--- src/common/prc_pkg.sv ---
/*
 Holds the constants and state types shared by the pulse rate and up/down counter block.
 Assumes a single 200 MHz system clock and an active-low asynchronous reset.
*/
package prc_pkg;

    // System clock rate in kHz, giving cycles per millisecond.
    localparam int CLK_KHZ = 200000;
    localparam int MS_CYCLES = CLK_KHZ;

    // Default input filter time in milliseconds and its cycle count.
    localparam int FILTER_MS = 50;
    localparam int FILTER_CYCLES = FILTER_MS * MS_CYCLES;

    // Shortest gate interval in milliseconds.
    localparam logic [31:0] GATE_MIN_MS = 32'h0000_000A;

    // Widths of thresholds, gate time, preset and exported values.
    localparam int ON_W = 27;
    localparam int OFF_W = 30;
    localparam int GATE_W = 32;
    localparam int PRESET_W = 27;
    localparam int WORD_W = 16;
    localparam int DWORD_W = 32;

    // Zero and one constants and the word export limit.
    localparam logic [31:0] ZERO32 = 32'h0000_0000;
    localparam logic [31:0] ONE32 = 32'h0000_0001;
    localparam logic [15:0] WORD_MAX = 16'hFFFF;

    // Input filter state.
    typedef struct packed {
        logic level;
        logic level_d;
        logic [31:0] cnt;
    } prc_filt_s;

    // Main block state.
    typedef struct packed {
        logic en_d;
        logic run;
        logic [31:0] tick_cnt;
        logic [31:0] ms_cnt;
        logic [31:0] edge_cnt;
        logic [31:0] rate;
        logic fq;
        logic [31:0] ud_val;
        logic ud_q;
    } prc_state_s;

endpackage

--- src/core/prc_in_filt.sv ---
/*
 Holds one input conditioner: a stability filter with a bypass for high-speed running,
 followed by rising and falling edge detection.
 Assumes the raw input is synchronous to clk.
*/
`timescale 1ns/1ps
module prc_in_filt import prc_pkg::*; #(
    parameter int FILT_CYCLES = FILTER_CYCLES
) (
    input wire logic clk,
    input wire logic reset_n,
    input wire logic raw,
    input wire logic bypass,
    output logic rise,
    output logic fall
);

    prc_filt_s st_ff;
    prc_filt_s nxt_st;

    always_comb begin
        nxt_st = st_ff;
        nxt_st.level_d = st_ff.level;
        if (bypass || raw == st_ff.level) begin
            nxt_st.cnt = ZERO32;
            nxt_st.level = bypass ? raw : st_ff.level;
        end else if (st_ff.cnt >= 32'(FILT_CYCLES - 1)) begin
            nxt_st.cnt = ZERO32;
            nxt_st.level = raw;
        end else begin
            nxt_st.cnt = st_ff.cnt + ONE32;
        end
    end

    always_ff @(posedge clk or negedge reset_n) begin
        if (!reset_n) begin
            st_ff <= '0;
        end else begin
            st_ff <= nxt_st;
        end
    end

    assign rise = st_ff.level && !st_ff.level_d;
    assign fall = !st_ff.level && st_ff.level_d;

endmodule

--- src/core/prc_top.sv ---
/*
 Holds the pulse rate threshold switch and the up/down pulse counter.
 Assumes all inputs are synchronous to clk and thresholds stay steady during a gate.
*/
`timescale 1ns/1ps
module prc_top import prc_pkg::*; #(
    parameter int MS_CYC = MS_CYCLES,
    parameter int FILT_CYC = FILTER_CYCLES
) (
    input wire logic clk,
    input wire logic reset_n,
    input wire logic freq_enable,
    input wire logic count_in,
    input wire logic freq_reset,
    input wire logic falling_mode,
    input wire logic freq_high_speed,
    input wire logic [ON_W-1:0] on_threshold,
    input wire logic [OFF_W-1:0] off_threshold,
    input wire logic [GATE_W-1:0] gate_ms,
    input wire logic up_pulse,
    input wire logic down_pulse,
    input wire logic ud_reset,
    input wire logic [PRESET_W-1:0] ud_preset,
    input wire logic ud_retain,
    input wire logic ud_high_speed,
    input wire logic restart,
    output logic freq_gate_switch,
    output logic [31:0] measured_rate,
    output logic [WORD_W-1:0] freq_value,
    output logic ud_switch,
    output logic [DWORD_W-1:0] ud_value
);

    prc_state_s st_ff;
    prc_state_s nxt_st;
    logic cnt_rise;
    logic cnt_fall;
    logic up_rise;
    logic down_rise;
    logic qual_edge;
    logic ms_tick;
    logic gate_end;
    logic [31:0] gate_len;
    logic [31:0] on_ext;
    logic [31:0] off_ext;
    logic [31:0] preset_ext;

    prc_in_filt #(.FILT_CYCLES(FILT_CYC)) u_cnt_filt (
        .clk(clk),
        .reset_n(reset_n),
        .raw(count_in),
        .bypass(freq_high_speed),
        .rise(cnt_rise),
        .fall(cnt_fall)
    );

    prc_in_filt #(.FILT_CYCLES(FILT_CYC)) u_up_filt (
        .clk(clk),
        .reset_n(reset_n),
        .raw(up_pulse),
        .bypass(ud_high_speed),
        .rise(up_rise),
        .fall()
    );

    prc_in_filt #(.FILT_CYCLES(FILT_CYC)) u_down_filt (
        .clk(clk),
        .reset_n(reset_n),
        .raw(down_pulse),
        .bypass(ud_high_speed),
        .rise(down_rise),
        .fall()
    );

    assign on_ext = 32'(on_threshold);
    assign off_ext = 32'(off_threshold);
    assign preset_ext = 32'(ud_preset);

    assign qual_edge = falling_mode ? cnt_fall : cnt_rise;

    assign gate_len = (gate_ms < GATE_MIN_MS) ? GATE_MIN_MS : gate_ms;
    assign ms_tick = st_ff.run && (st_ff.tick_cnt == 32'(MS_CYC - 1));
    assign gate_end = ms_tick && (st_ff.ms_cnt + ONE32 >= gate_len);

    always_comb begin
        nxt_st = st_ff;
        nxt_st.en_d = freq_enable;
        // Gate timebase runs only while measuring.
        if (st_ff.run) begin
            nxt_st.tick_cnt = ms_tick ? ZERO32 : st_ff.tick_cnt + ONE32;
            if (ms_tick) begin
                nxt_st.ms_cnt = gate_end ? ZERO32 : st_ff.ms_cnt + ONE32;
            end
            if (gate_end) begin
                nxt_st.rate = st_ff.edge_cnt;
                nxt_st.edge_cnt = qual_edge ? ONE32 : ZERO32;
            end else if (qual_edge) begin
                nxt_st.edge_cnt = st_ff.edge_cnt + ONE32;
            end
        end
        if (freq_enable && !st_ff.en_d) begin
            nxt_st.run = 1'b1;
            nxt_st.tick_cnt = ZERO32;
            nxt_st.ms_cnt = ZERO32;
            nxt_st.edge_cnt = ZERO32;
        end else if (!freq_enable && st_ff.en_d) begin
            nxt_st.run = 1'b0;
        end
        // Threshold decision on each freshly latched rate.
        if (gate_end) begin
            if (on_ext >= off_ext) begin
                if (st_ff.edge_cnt >= on_ext) begin
                    nxt_st.fq = 1'b1;
                end else if (st_ff.edge_cnt < off_ext) begin
                    nxt_st.fq = 1'b0;
                end
            end else begin
                nxt_st.fq = (st_ff.edge_cnt >= on_ext) && (st_ff.edge_cnt < off_ext);
            end
        end
        if (freq_reset) begin
            nxt_st.edge_cnt = ZERO32;
            nxt_st.rate = ZERO32;
            nxt_st.fq = 1'b0;
            nxt_st.tick_cnt = ZERO32;
            nxt_st.ms_cnt = ZERO32;
        end

        if (up_rise && !down_rise) begin
            nxt_st.ud_val = st_ff.ud_val + ONE32;
        end else if (down_rise && !up_rise) begin
            nxt_st.ud_val = st_ff.ud_val - ONE32;
        end
        if (restart && !ud_retain) begin
            nxt_st.ud_val = ZERO32;
        end
        if (ud_reset) begin
            nxt_st.ud_val = ZERO32;
        end
        nxt_st.ud_q = !ud_reset && ($signed(nxt_st.ud_val) >= $signed(preset_ext));
    end

    always_ff @(posedge clk or negedge reset_n) begin
        if (!reset_n) begin
            st_ff <= '0;
        end else begin
            st_ff <= nxt_st;
        end
    end

    assign freq_gate_switch = st_ff.fq;
    assign measured_rate = st_ff.rate;
    assign freq_value = (st_ff.rate > 32'(WORD_MAX)) ? WORD_MAX : st_ff.rate[WORD_W-1:0];
    assign ud_switch = st_ff.ud_q;
    assign ud_value = st_ff.ud_val;

    chk_en_starts: assert property (@(posedge clk) disable iff (!reset_n)
        freq_enable && !st_ff.en_d && !freq_reset |=> st_ff.run && st_ff.ms_cnt == ZERO32 && st_ff.edge_cnt == ZERO32)
        else $error("Enable edge did not start a measurement.");

    chk_rise_counts: assert property (@(posedge clk) disable iff (!reset_n)
        st_ff.run && !falling_mode && cnt_rise && !gate_end && !freq_reset && !(freq_enable && !st_ff.en_d)
        |=> st_ff.edge_cnt == $past(st_ff.edge_cnt) + ONE32)
        else $error("Rising edge was not counted.");

    chk_rise_ignored: assert property (@(posedge clk) disable iff (!reset_n)
        st_ff.run && falling_mode && !cnt_fall && !gate_end && !freq_reset && !(freq_enable && !st_ff.en_d)
        |=> st_ff.edge_cnt == $past(st_ff.edge_cnt))
        else $error("Count moved without a falling edge in falling mode.");

    chk_freq_reset: assert property (@(posedge clk) disable iff (!reset_n)
        freq_reset |=> !freq_gate_switch && st_ff.edge_cnt == ZERO32 && measured_rate == ZERO32)
        else $error("Rate reset did not clear count and switch.");

    chk_hyst_set: assert property (@(posedge clk) disable iff (!reset_n)
        gate_end && !freq_reset && on_ext >= off_ext && st_ff.edge_cnt >= on_ext |=> freq_gate_switch)
        else $error("Switch not set at on threshold.");

    chk_window_out: assert property (@(posedge clk) disable iff (!reset_n)
        gate_end && !freq_reset && on_ext < off_ext
        |=> freq_gate_switch == ($past(st_ff.edge_cnt) >= $past(on_ext) && $past(st_ff.edge_cnt) < $past(off_ext)))
        else $error("Window switch output wrong.");

    chk_rate_latch: assert property (@(posedge clk) disable iff (!reset_n)
        gate_end && !freq_reset |=> measured_rate == $past(st_ff.edge_cnt))
        else $error("Rate not latched at gate end.");

    chk_ud_reset: assert property (@(posedge clk) disable iff (!reset_n)
        ud_reset |=> ud_value == ZERO32 && !ud_switch)
        else $error("Counter reset did not win.");

    chk_ud_up: assert property (@(posedge clk) disable iff (!reset_n)
        up_rise && !down_rise && !ud_reset && !restart |=> ud_value == $past(ud_value) + ONE32)
        else $error("Up edge did not increment.");

    chk_ud_preset: assert property (@(posedge clk) disable iff (!reset_n)
        $past(reset_n) && !$past(ud_reset)
        |-> ud_switch == ($signed(ud_value) >= $signed(32'(ud_preset))) || $changed(ud_preset))
        else $error("Preset output disagrees with value.");

    chk_en_stops: assert property (@(posedge clk) disable iff (!reset_n)
        !freq_enable && st_ff.en_d |=> !st_ff.run)
        else $error("Enable fall did not stop the gate.");

    chk_idle_frozen: assert property (@(posedge clk) disable iff (!reset_n)
        !st_ff.run && !(freq_enable && !st_ff.en_d) && !freq_reset
        |=> $stable(st_ff.edge_cnt) && $stable(measured_rate))
        else $error("Count moved while no measurement ran.");

    chk_fall_counts: assert property (@(posedge clk) disable iff (!reset_n)
        st_ff.run && falling_mode && cnt_fall && !gate_end && !freq_reset
        |=> st_ff.edge_cnt == $past(st_ff.edge_cnt) + ONE32)
        else $error("Falling edge was not counted.");

    chk_fall_ignored: assert property (@(posedge clk) disable iff (!reset_n)
        st_ff.run && !falling_mode && !cnt_rise && !gate_end && !freq_reset
        |=> st_ff.edge_cnt == $past(st_ff.edge_cnt))
        else $error("Count moved without a rising edge in rising mode.");

    chk_gate_restart: assert property (@(posedge clk) disable iff (!reset_n)
        gate_end && !freq_reset |=> st_ff.edge_cnt == ($past(qual_edge) ? ONE32 : ZERO32))
        else $error("Edge count did not restart at gate end.");

    chk_hyst_clear: assert property (@(posedge clk) disable iff (!reset_n)
        gate_end && !freq_reset && on_ext >= off_ext && st_ff.edge_cnt < off_ext
        |=> !freq_gate_switch)
        else $error("Switch not cleared below off threshold.");

    chk_hyst_hold: assert property (@(posedge clk) disable iff (!reset_n)
        gate_end && !freq_reset && on_ext >= off_ext && st_ff.edge_cnt < on_ext && st_ff.edge_cnt >= off_ext
        |=> $stable(freq_gate_switch))
        else $error("Switch moved inside the hysteresis band.");

    chk_switch_steady: assert property (@(posedge clk) disable iff (!reset_n)
        !gate_end && !freq_reset |=> $stable(freq_gate_switch) && $stable(measured_rate))
        else $error("Rate or switch moved between gate ends.");

    chk_gate_floor: assert property (@(posedge clk) disable iff (!reset_n)
        gate_end |-> st_ff.ms_cnt + ONE32 >= GATE_MIN_MS)
        else $error("Gate closed before the shortest interval.");

    chk_ms_timebase: assert property (@(posedge clk) disable iff (!reset_n)
        st_ff.run && !ms_tick && !freq_reset
        |=> st_ff.tick_cnt == $past(st_ff.tick_cnt) + ONE32)
        else $error("Millisecond timebase skipped a cycle.");

    chk_gate_timers: assert property (@(posedge clk) disable iff (!reset_n)
        freq_reset |=> st_ff.tick_cnt == ZERO32 && st_ff.ms_cnt == ZERO32)
        else $error("Rate reset did not clear the gate timers.");

    chk_word_export: assert property (@(posedge clk) disable iff (!reset_n)
        measured_rate <= 32'(WORD_MAX) |-> 32'(freq_value) == measured_rate)
        else $error("Word export differs from the measured rate.");

    chk_ud_down: assert property (@(posedge clk) disable iff (!reset_n)
        down_rise && !up_rise && !ud_reset && !restart |=> ud_value == $past(ud_value) - ONE32)
        else $error("Down edge did not decrement.");

    chk_ud_idle: assert property (@(posedge clk) disable iff (!reset_n)
        !up_rise && !down_rise && !ud_reset && !restart |=> $stable(ud_value))
        else $error("Counter moved without a rising count edge.");

    chk_ud_retain: assert property (@(posedge clk) disable iff (!reset_n)
        restart && ud_retain && !ud_reset && !up_rise && !down_rise |=> $stable(ud_value))
        else $error("Retained count was lost on restart.");

    chk_ud_restart: assert property (@(posedge clk) disable iff (!reset_n)
        restart && !ud_retain |=> ud_value == ZERO32)
        else $error("Restart did not clear the counter.");

    cov_gate_end: cover property (@(posedge clk) disable iff (!reset_n) gate_end);
    cov_window_on: cover property (@(posedge clk) disable iff (!reset_n)
        gate_end && on_ext < off_ext && st_ff.edge_cnt >= on_ext && st_ff.edge_cnt < off_ext);
    cov_ud_below_zero: cover property (@(posedge clk) disable iff (!reset_n) down_rise && ud_value == ZERO32);
    cov_switch_on: cover property (@(posedge clk) disable iff (!reset_n) $rose(freq_gate_switch));
    cov_ud_hit: cover property (@(posedge clk) disable iff (!reset_n) $rose(ud_switch));

endmodule

--- config.mk ---
export PLATFORM = sky130hd
export DESIGN_NAME = prc_top
export DESIGN_NICKNAME = d
export VERILOG_FILES = /design/src/common/prc_pkg.sv /design/src/core/prc_in_filt.sv /design/src/core/prc_top.sv
export SDC_FILE = /design/constraint.sdc
export NUM_CORES = 1
export LEC_CHECK = 0
export BUFFER_PORTS_ARGS = -buffer_cell sky130_fd_sc_hd__buf_2
export CORE_AREA = 2 2 183 185
export DETAILED_ROUTE_END_ITERATION = 6
export DIE_AREA = 0 0 185 187
export MAX_ROUTING_LAYER = met4
export PLACE_DENSITY = 0.75
export SYNTH_ARGS = -nofsm -noshare
export SYNTH_HDL_FRONTEND = slang
export SYNTH_HIERARCHICAL = 1
export SYNTH_SLANG_ARGS = --single-unit
--- constraint.sdc ---
create_clock -name clk -period 5.6 [get_ports clk]
set_clock_uncertainty 0.1 [all_clocks]
set_input_delay 0.56 -clock clk [delete_from_list [all_inputs] [get_ports clk]]
set_output_delay 0.56 -clock clk [all_outputs]
set_load 0.03 [all_outputs]
==> metrics.md <==
| Metric | Value |
|---|---|
| Status | finished clean |
| Crit Path Max Fanout | 20 |
| Critical path buffer and inverter count | 0 |
| Commonest non-fill, non-tap cell in the layout | dfrtp_1 |
| Port Buf Inserts | 210 |
| CP max stage delay | 0.50 ns |
| Max Buffers Root-to-Sink | 3 |
| Tot GR Track Use | 24.0% |
| Footprint of the multi-input gates | 0.00979 sq mm |
| RePlAce Congestion | 0.904 |
| Antenna diodes | 0 |
| Fill cell count | 2850 |
| Ys Warns | 6 |
| Max cap viols | 0 |
| Chip Width | 185 um |
| Cell area power density | 219 mW/mm^2 |
| Worst Path Arrival | 5.31 ns |
| CTS Buf Count | 29 |
| Share of layout cells above drive strength 1 | 17.2% |
| Total I/O pin count | 211 |
| Cells along the critical path | ha_1, nand3_1, nor3_1, nand3_1, nor2_1, and2_1, and3_1, xor2_1, ha_1, a21oi_1, a21boi_0, a211oi_1, o2111a_1, o21ai_4, or2_1, or3_1, o21ai_0 |
| Number of global-route vias before repair | 14200 |
| Final ANT Viol Nets | 0 |
| Antenna violations before repair | 1 |
| DRC Markers | 0 |
| Avg Vias per Cell | 5.66 |
| Highest ir drop seen on vdd | 0.000273 V |
| Die Y | 187 um |
| Finish-stage setup viols | 0 |
| Crit path max-delay family | simple AND/OR/NAND/NOR gates |
| Post-synthesis cell count | 1964 |
| Largest net degree at the start of global routing | 142 |
| Setup TNS | 0 ns |
| Syn Area/Cell | 8.98 sq um |
| Crit-path slowest cell | nor3_1 |
| Register area | 0.00666 sq mm |
| Row Count | 67 |
| GRT overflow | 0 |
| Htree depth | 1 |
| Leakage power | 0.00935 uW |
| Post-DR wirelength/cell | 15.6 um |
| Clk root buf | clkbuf_16 |
| Total wire length | 40200 um |
| Setup crit start kind | register |
| Die area | 0.0346 sq mm |
| Area Overhead vs Synth | 10.8% |
| Fin. max-slew vios | 0 |
| Most frequent cells in the layout | dfrtp_1, buf_2, nand2_1 |
| CP Capture Type | register |
| 1st-iter DRT viols | 1014 |
| RSZ-0062 raised after global routing | false |
| Num Clock Sinks | 266 |
| Tot Pwr | 4270 uW |
| DP HPWL | 29600 um |
| Via count | 14600 |
| First-pass GRT wire length | 67100 um |
| Synthesized area | 0.0176 sq mm |
| FMAX | 202 MHz |
| Hold Fails Final Rpt | 0 |
| Crit Path Class | reg -> reg |
| Core Area | 0.0329 sq mm |
| Nets | 2396 |
| Pin slew with the least headroom to its limit | 1.13 ns |
| Crit share post-route | 88.5% |
| Pre-antenna DRT Iters | 5 |
| Hold Path Class | in -> reg |
| Post-route minimum period | 4.96 ns |
| Initial Util | 53.7% |
| Clock-pin slew on the worst setup and hold paths | 0.06 ns |
| CTS tree | done |
| Crit path required time | 5.96 ns |
| Slew HR | 23.8% |
| Clock Latency Late Sink | 0.54 ns |
## per-layer routing
metal / track usage [%] / part of all wire (%)
met5: - / 0
met1: 32.0 / 45
met3: 2.67 / 5.6
met2: 39.2 / 47
met4: 5.77 / 1.9
## state kept, by name, summed over array words and instances, names as in the netlist, 32 cells and up
register,count
ud_value,32
u_cnt_filt/st_ff,33
u_down_filt/st_ff,33
measured_rate,32
u_up_filt/st_ff,33
st_ff,98
## worst reg2reg max path, stage by stage (launching register included)
cell and delay, ns:
dfrtp_1 0.42, ha_1 0.26, nand3_1 0.17, nor3_1 0.50, nand3_1 0.27, nor2_1 0.30
and2_1 0.25, and3_1 0.23, xor2_1 0.17, ha_1 0.28, a21oi_1 0.15, a21boi_0 0.12
a211oi_1 0.26, o2111a_1 0.35, o21ai_4 0.08, or2_1 0.47, or3_1 0.41, o21ai_0 0.08
## metrics by stage
step / hold slack [ns] / worst slack [ns] / instances / area (sq um) / utilization (%)
global placement: 0.314 / 0.967 / 2532 / 18600 / 56.7
finish: 0.0613 / 0.644 / 2584 / 19500 / 59.5
global route: 0.0380 / 0.274 / 2584 / 19500 / 59.5
CTS: 0.0452 / 0.709 / 2584 / 19500 / 59.5
detailed placement: 0.340 / 0.755 / 2532 / 18600 / 56.7
floorplan: 0.164 / 1.54 / 1985 / 17700 / -
## power breakdown
part | internal (uW) | total [uW] | switching (uW)
sequential | 1950 | 2000 | 43.8
combinational | 174 | 458 | 284
clock | 1060 | 1820 | 759
## cell type report
cell class / count / area share (%)
Timing Repair Buffer: 219 / 5.85
Tap cell: 448 / 2.87
Multi-Input combinational cell: 1468 / 50.1
Clock buffer: 42 / 4.22
Clock inverter: 9 / 0.359
Inverter: 132 / 2.54
Sequential cell: 266 / 34.1
## worst paths after layout
path | end | slack [ns] | depth (start not counted) | start
worst max-delay path | st_ff[125] | 0.64 | 17 | st_ff[98]
worst min-delay path | st_ff[163] | 0.06 | 1 | freq_enable
worst max register to register | st_ff[125] | 0.64 | 17 | st_ff[98]
worst min register to register | u_up_filt/st_ff[32] | 0.35 | 0 | u_up_filt/nxt_st[32]
max in group asynchronous | ud_value[3] | 3.77 | 3 | reset_n
min in group asynchronous | st_ff[117] | 0.47 | 2 | reset_n
## what timing repair did
item                                   in CTS  in global routing
setup buffers                               0                  0
hold buffers                                1                  0
resized for setup                           0                  0
setup endpoints to repair                   0                  0
endpoints found under the hold margin      70                  0
No activity file was read; power rests on OpenSTA's default activity.
